### src/verilog/lep_pkg.sv
package lep_pkg;
   // one-shot pulse length stand-in for external timing parts, in ns
   localparam int PULSE_NS = 1000;
   localparam int CLK_NS = 25;
   localparam int PULSE_CYC = (PULSE_NS + CLK_NS - 1) / CLK_NS;
   localparam int PULSE_W = 16;
   localparam logic [PULSE_W-1:0] CNT_ZERO = 16'h0000;
   localparam logic [PULSE_W-1:0] CNT_ONE = 16'h0001;
   localparam logic Q_RST = 1'h0;
   typedef enum logic [1:0] {OS_IDLE, OS_FIRE} lep_os_t;
endpackage : lep_pkg

### src/verilog/lep_top.sv
// Function
// - and-or-invert output low when any and group is fully high
// - xor output is one exactly when the two inputs differ
// - gated one-shot fires on falling neg trigger or rising pos trigger
// - fired gated pulse ignores inputs until its duration elapses
// - retriggerable clear low resets output and blocks firing
// - rising clear fires when neg trigger low and pos trigger high
// - pos trigger during pulse restarts the pulse timing
// - dual one-shot has two independent channels, one trigger pair each
// - rs flop sets on both set gates high or direct set
// - rs flop clears on both reset gates high or direct clear
// - rs flop changes only on falling clock or a direct set or clear, else holds
// - nand latch holds on 00, 10 gives 0, 01 gives 1
// - data latch follows data while enable high, keeps last value
// - data latch ignores data while enable low
// - low clear forces zero, else low preset forces one, regardless of data and enable
// - jk flop toggles when j and k both high
// - jk sets on j only, clears on k only, holds on neither
// - inverted-k variant toggles on j high and k input low
// - jk direct set and clear override clock, act immediately
`timescale 1ns/10ps

module lep_retrig_os
   import lep_pkg::*;
#(
   parameter int PULSE_LEN = PULSE_CYC
) (
   // system
   input wire logic clock,
   input wire logic rstn,
   // triggers, already synchronised
   input wire logic negTrig,
   input wire logic posTrig,
   input wire logic clearIn,
   // pulse
   output logic pulseOut
);
   logic negPrev_reg;
   logic posPrev_reg;
   logic clrPrev_reg;
   logic fire;
   logic [PULSE_W-1:0] count_reg;

   always_ff @(posedge clock or negedge rstn) begin
      if (!rstn) begin
         negPrev_reg <= 1'h1;
         posPrev_reg <= 1'h0;
         clrPrev_reg <= 1'h1;
      end else begin
         negPrev_reg <= negTrig;
         posPrev_reg <= posTrig;
         clrPrev_reg <= clearIn;
      end
   end

   // falling neg with pos high, rising pos with neg low, rising clear
   assign fire = clearIn && ((negPrev_reg && !negTrig && posTrig)
      || (!posPrev_reg && posTrig && !negTrig)
      || (!clrPrev_reg && !negTrig && posTrig));

   always_ff @(posedge clock or negedge rstn) begin
      if (!rstn) begin
         count_reg <= CNT_ZERO;
      end else if (!clearIn) begin
         count_reg <= CNT_ZERO;
      end else if (fire) begin
         count_reg <= PULSE_W'(PULSE_LEN);
      end else if (count_reg != CNT_ZERO) begin
         count_reg <= count_reg - CNT_ONE;
      end
   end

   assign pulseOut = count_reg != CNT_ZERO;

   chk_clear_kills: assert property (@(posedge clock) disable iff (!rstn)
      !clearIn |=> !pulseOut) else $error("pulse survives clear");
   chk_retrig_extend: assert property (@(posedge clock) disable iff (!rstn)
      fire |=> count_reg == PULSE_W'(PULSE_LEN))
      else $error("retrigger did not reload");
   initial begin
      if (PULSE_LEN < 1 || PULSE_LEN >= (1 << PULSE_W)) begin
         $error("pulse length out of range");
      end
   end
endmodule : lep_retrig_os

module lep_top
   import lep_pkg::*;
#(
   parameter int PULSE_LEN = PULSE_CYC
) (
   // system
   input wire logic clock,
   input wire logic rstn,
   // and-or-invert: two 2-input groups and four 2-input groups
   input wire logic [3:0] aoiDualIn,
   output logic aoiDualOut,
   input wire logic [7:0] aoiQuadIn,
   output logic aoiQuadOut,
   // exclusive or
   input wire logic xorA,
   input wire logic xorB,
   output logic xorOut,
   // gated one-shot
   input wire logic neg_trigger_first,
   input wire logic neg_trigger_second,
   input wire logic gosPosTrig,
   output logic gosOut,
   output logic gosOutN,
   // retriggerable one-shot, two negative and two positive triggers
   input wire logic [1:0] rosNegTrig,
   input wire logic [1:0] rosPosTrig,
   input wire logic rosClearN,
   output logic rosOut,
   output logic rosOutN,
   // dual retriggerable one-shot
   input wire logic [1:0] dosNegTrig,
   input wire logic [1:0] dosPosTrig,
   input wire logic [1:0] dosClearN,
   output logic [1:0] dosOut,
   output logic [1:0] dosOutN,
   // clocked reset-set flop
   input wire logic rsClk,
   input wire logic [1:0] rsSetGate,
   input wire logic [1:0] rsResetGate,
   input wire logic rsDirectSet,
   input wire logic rsDirectClear,
   output logic rsQ,
   output logic rsQN,
   // nand latch
   input wire logic nlSet,
   input wire logic nlReset,
   output logic nlQ,
   output logic nlQN,
   // data latch
   input wire logic dlData,
   input wire logic dlEnable,
   input wire logic dlPresetN,
   input wire logic dlClearN,
   output logic dlQ,
   output logic dlQN,
   // j-k flops: [0] normal, [1] inverted-k
   input wire logic [1:0] jkClk,
   input wire logic [1:0] jkJ,
   input wire logic [1:0] jkK,
   input wire logic [1:0] direct_set_in,
   input wire logic [1:0] direct_clear_in,
   output logic [1:0] jkQ,
   output logic [1:0] jkQN
);
   // plain gates stay combinational, as the primitives they model
   assign aoiDualOut = !((&aoiDualIn[1:0]) || (&aoiDualIn[3:2]));
   assign aoiQuadOut = !((&aoiQuadIn[1:0]) || (&aoiQuadIn[3:2])
      || (&aoiQuadIn[5:4]) || (&aoiQuadIn[7:6]));
   assign xorOut = xorA ^ xorB;

   // two-flop synchronisers, reset to pin idle levels so no false edge
   localparam int NSYNC = 25;
   localparam logic [NSYNC-1:0] SYNC_IDLE = 25'h1B39800;
   logic [NSYNC-1:0] rawIn;
   logic [NSYNC-1:0] meta_reg;
   logic [NSYNC-1:0] sync_reg;
   assign rawIn = {neg_trigger_first, neg_trigger_second, gosPosTrig,
      rosNegTrig, rosPosTrig, rosClearN, dosNegTrig, dosPosTrig, dosClearN,
      rsClk, rsSetGate, rsResetGate, nlSet, nlReset, dlData, dlEnable,
      jkClk};

   always_ff @(posedge clock or negedge rstn) begin
      if (!rstn) begin
         meta_reg <= SYNC_IDLE;
         sync_reg <= SYNC_IDLE;
      end else begin
         meta_reg <= rawIn;
         sync_reg <= meta_reg;
      end
   end

   logic sNeg1, sNeg2, sGPos, sRClr, sRsClk, sNlS, sNlR, sDlD, sDlE;
   logic [1:0] sRNeg, sRPos, sDNeg, sDPos, sDClr, sSetG, sRstG, sJkClk;
   assign {sNeg1, sNeg2, sGPos, sRNeg, sRPos, sRClr, sDNeg, sDPos, sDClr,
      sRsClk, sSetG, sRstG, sNlS, sNlR, sDlD, sDlE, sJkClk} = sync_reg;

   // gated one-shot
   logic gNegPrev_reg;
   logic gPosPrev_reg;
   logic gNegAnd, gFire;
   lep_os_t gState_reg;
   logic [PULSE_W-1:0] gCount_reg;
   assign gNegAnd = sNeg1 && sNeg2;
   assign gFire = (gNegPrev_reg && !gNegAnd && sGPos)
      || (!gPosPrev_reg && sGPos && !gNegAnd);

   always_ff @(posedge clock or negedge rstn) begin
      if (!rstn) begin
         gNegPrev_reg <= 1'h1;
         gPosPrev_reg <= 1'h1;
      end else begin
         gNegPrev_reg <= gNegAnd;
         gPosPrev_reg <= sGPos;
      end
   end

   always_ff @(posedge clock or negedge rstn) begin
      if (!rstn) begin
         gState_reg <= OS_IDLE;
         gCount_reg <= CNT_ZERO;
      end else begin
         case (gState_reg)
            OS_IDLE: begin
               if (gFire) begin
                  gState_reg <= OS_FIRE;
                  gCount_reg <= PULSE_W'(PULSE_LEN);
               end
            end
            OS_FIRE: begin
               // inputs not looked at until the count runs out
               if (gCount_reg == CNT_ONE) begin
                  gState_reg <= OS_IDLE;
               end
               gCount_reg <= gCount_reg - CNT_ONE;
            end
            default: begin
               gState_reg <= OS_IDLE;
               gCount_reg <= CNT_ZERO;
            end
         endcase
      end
   end
   assign gosOut = gState_reg == OS_FIRE;
   assign gosOutN = !gosOut;

   // single retriggerable: and the triggers into one channel
   lep_retrig_os #(.PULSE_LEN(PULSE_LEN)) uRos (
      .clock(clock),
      .rstn(rstn),
      .negTrig(&sRNeg),
      .posTrig(&sRPos),
      .clearIn(sRClr),
      .pulseOut(rosOut)
   );
   assign rosOutN = !rosOut;

   for (genvar i = 0; i < 2; i++) begin : gDual
      lep_retrig_os #(.PULSE_LEN(PULSE_LEN)) uDos (
         .clock(clock),
         .rstn(rstn),
         .negTrig(sDNeg[i]),
         .posTrig(sDPos[i]),
         .clearIn(sDClr[i]),
         .pulseOut(dosOut[i])
      );
   end
   assign dosOutN = ~dosOut;

   // rs flop: direct inputs act at once through the output mux
   logic rsClkPrev_reg;
   logic rs_reg;
   logic rsFall;
   assign rsFall = rsClkPrev_reg && !sRsClk;
   always_ff @(posedge clock or negedge rstn) begin
      if (!rstn) begin
         rsClkPrev_reg <= 1'h0;
         rs_reg <= Q_RST;
      end else begin
         rsClkPrev_reg <= sRsClk;
         if (rsDirectClear) begin
            rs_reg <= 1'h0;
         end else if (rsDirectSet) begin
            rs_reg <= 1'h1;
         end else if (rsFall && (&sSetG)) begin
            rs_reg <= 1'h1;
         end else if (rsFall && (&sRstG)) begin
            rs_reg <= 1'h0;
         end
      end
   end
   assign rsQ = rsDirectClear ? 1'h0 : (rsDirectSet ? 1'h1 : rs_reg);
   assign rsQN = !rsQ;
   chk_rs_hold: assert property (@(posedge clock) disable iff (!rstn)
      !rsFall && !rsDirectSet && !rsDirectClear |=> rs_reg == $past(rs_reg))
      else $error("rs flop moved without falling clock");

   // nand latch: set 1 gives 0, reset 1 gives 1; both high keeps state
   logic nl_reg;
   always_ff @(posedge clock or negedge rstn) begin
      if (!rstn) begin
         nl_reg <= Q_RST;
      end else if (sNlS && !sNlR) begin
         nl_reg <= 1'h0;
      end else if (!sNlS && sNlR) begin
         nl_reg <= 1'h1;
      end
   end
   assign nlQ = nl_reg;
   assign nlQN = !nl_reg;

   // data latch, sampled form; preset and clear bypass the sync path
   logic dl_reg;
   always_ff @(posedge clock or negedge rstn) begin
      if (!rstn) begin
         dl_reg <= Q_RST;
      end else if (!dlClearN) begin
         dl_reg <= 1'h0;
      end else if (!dlPresetN) begin
         dl_reg <= 1'h1;
      end else if (sDlE) begin
         dl_reg <= sDlD;
      end
   end
   assign dlQ = !dlClearN ? 1'h0 : (!dlPresetN ? 1'h1 : dl_reg);
   assign dlQN = !dlQ;
   chk_latch_hold: assert property (@(posedge clock) disable iff (!rstn)
      !sDlE && dlPresetN && dlClearN |=> dl_reg == $past(dl_reg))
      else $error("latch moved while closed");

   // j-k flops, active on rising edge of the sampled element clock
   logic [1:0] jkClkPrev_reg;
   logic [1:0] jk_reg;
   logic [1:0] kEff;
   assign kEff = {!jkK[1], jkK[0]};
   always_ff @(posedge clock or negedge rstn) begin
      if (!rstn) begin
         jkClkPrev_reg <= 2'h0;
      end else begin
         jkClkPrev_reg <= sJkClk;
      end
   end
   for (genvar i = 0; i < 2; i++) begin : gJk
      always_ff @(posedge clock or negedge rstn) begin
         if (!rstn) begin
            jk_reg[i] <= Q_RST;
         end else if (direct_clear_in[i]) begin
            jk_reg[i] <= 1'h0;
         end else if (direct_set_in[i]) begin
            jk_reg[i] <= 1'h1;
         end else if (sJkClk[i] && !jkClkPrev_reg[i]) begin
            case ({jkJ[i], kEff[i]})
               2'h3: jk_reg[i] <= !jk_reg[i];
               2'h2: jk_reg[i] <= 1'h1;
               2'h1: jk_reg[i] <= 1'h0;
               default: jk_reg[i] <= jk_reg[i];
            endcase
         end
      end
      assign jkQ[i] = direct_clear_in[i] ? 1'h0
         : (direct_set_in[i] ? 1'h1 : jk_reg[i]);
   end
   assign jkQN = ~jkQ;
   chk_jk_toggle: assert property (@(posedge clock) disable iff (!rstn)
      sJkClk[0] && !jkClkPrev_reg[0] && jkJ[0] && jkK[0]
      && !direct_set_in[0] && !direct_clear_in[0]
      |=> jk_reg[0] != $past(jk_reg[0]))
      else $error("jk did not toggle");
   chk_gated_len: assert property (@(posedge clock) disable iff (!rstn)
      $rose(gosOut) |-> gCount_reg == PULSE_W'(PULSE_LEN))
      else $error("gated pulse length wrong");
   chk_aoi_low: assert property (@(posedge clock) disable iff (!rstn)
      (&aoiDualIn[1:0]) |-> !aoiDualOut)
      else $error("aoi output not low");
   chk_xor_out: assert property (@(posedge clock) disable iff (!rstn)
      xorOut == (xorA != xorB)) else $error("xor wrong");
   initial begin
      if (PULSE_LEN < 1 || PULSE_LEN >= (1 << PULSE_W)) begin
         $error("pulse length out of range");
      end
   end
endmodule : lep_top

### config.mk
export PLATFORM = sky130hd
export DESIGN_NAME = lep_top
export DESIGN_NICKNAME = d
export VERILOG_FILES = /design/src/verilog/lep_pkg.sv /design/src/verilog/lep_top.sv
export SDC_FILE = /design/constraint.sdc
export NUM_CORES = 1
export LEC_CHECK = 0
export BUFFER_PORTS_ARGS = -buffer_cell sky130_fd_sc_hd__buf_2
export CAP_MARGIN = 20
export CORE_ASPECT_RATIO = 1.5
export CORE_MARGIN = 1.5
export CORE_UTILIZATION = 62
export DETAILED_ROUTE_END_ITERATION = 10
export GPL_TIMING_DRIVEN = 0
export PLACE_DENSITY = 0.94
export SETUP_SLACK_MARGIN = 0.05
export SLEW_MARGIN = 10
export SYNTH_ARGS = -nofsm -noshare
export SYNTH_HDL_FRONTEND = slang
export SYNTH_HIERARCHICAL = 1
export SYNTH_SLANG_ARGS = --single-unit
### constraint.sdc
create_clock -name clock -period 3.3 [get_ports clock]
set_clock_uncertainty 0.05 [all_clocks]
set_input_delay 0.66 -clock clock [delete_from_list [all_inputs] [get_ports clock]]
set_output_delay 0.66 -clock clock [all_outputs]
set_load 0.005 [all_outputs]
==> results.md <==
* CTS Buffer Depth at 2
* FP Rows at 42
* Syn_area_per_cell at 11.4 sq um
* First-pass GRT wire length at 22400 um
* Number of synthesized register bits at 134
* VDD IR max at 0.670 mV
* Number of antenna violations at the first check in global routing at 0
* # port buffers at 73
* Clock sink total at 134
* GRT Overall Usage at 0.313
* LEAKAGE at 3.14 nW
* Gp weighted congestion at 0.855
* Synth top area cells: dfrtp_1 48%, dfstp_2 12%, a21oi_1 3.2%
* Syn Nets at 562
* Count of nets after finishing at 655
* IO Count at 74
* WS Path Type: register to output port
* Total gr overflow at 0
* Area of the die at 9710 sq um
* Antenna cells at 0
* Drt total wl at 14000 um
* Final Util at 0.773
* Max cap viols at 0
* Fin crit share at 0.984
* Largest delay share family, worst path: simple AND/OR/NAND/NOR gates
* Worst r2r src: gDual[1].uDos/count_reg[0]$_DFFE_PN0P_
* Hold slack at 136 ps
* Yosys warnings at 6
* Worst path slowest cell: or4_1
* Slew of the pin with the lowest slew margin at 959 ps
* Largest net degree at the start of global routing at 81
* Max-slew violations at 0
* Post-CTS Hold Buffers at 0
* Worst-path clk slew at 50 ps
* Starting density of the core at 0.640
* Post-synth ARST share at 1.00
* Final std cell area, no fill at 6830 sq um
* Final setup margin at 52.2 ps
* H-tree depth at 4
* Via count of the first global-routing pass at 4774
* Fin cells at 714
* Die width at 81.0 um
* RSZ-0062 raised after global routing: false
* Worst skew pair latency at 420 ps
* CP Cell Sequence: or4_1, buf_2, nor3_2, nand2_1, inv_1, buf_2
* Outcome: finished clean
* Routed Antenna Nets at 0
* Kind of end point of the critical path: output port
* Worst Path Max Fanout at 8
* Hold WC Path Type: primary input to async pin
* Worst Reg2Reg Path Length in Cells at 6
* Commonest non-fill, non-tap cells in the layout: 108 x dfrtp_1, 76 x buf_2, 36 x a21oi_1, 34 x nand2_1, 28 x inv_1
* Final setup viols at 0
* Critical Path Most Common Cell: buf_2
* Total CTS buffers at 17
* Core area at 8830 sq um
* P&R area growth vs syn at 20.8%
* Routed via count at 4653
* Via density at 6.52
* Setup TNS at 0 ps
* Buf+Inv Stages, Crit Path at 3
* Drt first pass iters at 5
* CP Depth at 6
* Largest register FFs at 32
* Max incr delay on CP at 530 ps
* Top_reg_cell synth: dfrtp_1
* Worst endpoint required time at 2590 ps
* Critical Path Source Type: register
* Distinct cells, synth at 52
* Dpl ws at 374 ps
* Worst path arrival time at 2540 ps
* Fin crit period at 3250 ps
* Tot Pwr at 7.38 mW
* Initial drt markers at 585
* Placed Area at 6190 sq um
* HPWL after detailed placement at 8060 um
* Fmax at 308 MHz
* Cell count after synthesis at 498
* Post-synth EDFFs at 0
* Clock root buffer: clkbuf_16
* PwrDens at 1080 nW/um^2
* Final hold vios at 0
* Top-area cell type share of the netlist area at 0.478
* Share of cells above drive strength 1 at 0.257
* Flop-to-flop setup slack at 690 ps
* Placed cell count at 682
* DR WL/cell at 19.6 um
* Seq/Total Area, Yosys at 0.599
* Residual DRC count at 0
* RR Endpoint: gDual[1].uDos/count_reg[11]$_DFFE_PN0P_
* Max-slew headroom at 0.355
* Leading area contributor after synthesis: dfrtp_1
* Most common cell after layout, fill and taps aside: dfrtp_1
* CTS tree: done
* Die H at 120 um
* Area of the mapped netlist at 5650 sq um
## cell type report
cell class / count / area, sq um
inverter: 28 / 105
buffer: 12 / 50.0
sequential: 134 / 3390
timing repair buffer: 74 / 399
tap: 110 / 138
fill: 478 / 2000
clock buffer: 24 / 502
multi-input combinational: 324 / 2130
clock inverter: 8 / 120
## power breakdown
part           switching, mW  internal (mW)
clock                  0.679           1.28
sequential             0.457           2.03
combinational           1.85           1.08
## synthesized netlist by cell type (4+ instances only)
library cell and n:
o31ai_1 12, o41ai_1 6, ha_1 11, buf_2 4, a21oi_1 36, nor3b_1 4, o22ai_1 6, clkbuf_1 8
or3_1 18, dfrtp_1 108, or2_2 6, nand2_1 34, and2_1 6, nor4_1 15, mux2i_1 16, nor2_1 21
nand2b_1 10, o21ai_0 24, nor3_1 17, inv_1 28, dfstp_2 26, nor2b_1 8, or4_1 19
## per-layer routing
metal,vias up,share of wire,GRT usage
met3,81,0.065,0.0837
met2,248,0.52,0.511
met5,-,0,0
met1,2311,0.36,0.345
met4,0,0.053,0.218
li1,2013,-,-
## worst max path at each step
stage	from	end	slack, ps
finish	uRos/count_reg[9]$_DFFE_PN0P_	rosOutN	50
global route	uRos/count_reg[9]$_DFFE_PN0P_	rosOutN	50
CTS	gDual[0].uDos/count_reg[9]$_DFFE_PN0P_	dosOutN[0]	60
detailed placement	uRos/count_reg[9]$_DFFE_PN0P_	rosOutN	370
global placement	rstn	gDual[0].uDos/count_reg[0]$_DFFE_PN0P_	-20
floorplan	gDual[0].uDos/count_reg[9]$_DFFE_PN0P_	dosOutN[0]	890
## logic make-up (layout without fill, tap and decap cells)
group	count (synthesis)	after routing	share of synthesized area
compound gates	115	115	0.130
xor+xnor	4	4	0.00620
fa+ha+maj	11	11	0.0243
simple gates	177	177	0.183
flops	134	134	0.599
mux	17	17	0.0303
buf+inv	40	146	0.0274
## timing repair
item / in CTS / in global routing
gates cloned: 0 / 0
setup endpoints to repair: 4 / 2
gates resized for setup: 2 / 1
buffers inserted: 0 / 0
pin swaps: 0 / 0
(Power assumes the default switching activity.)
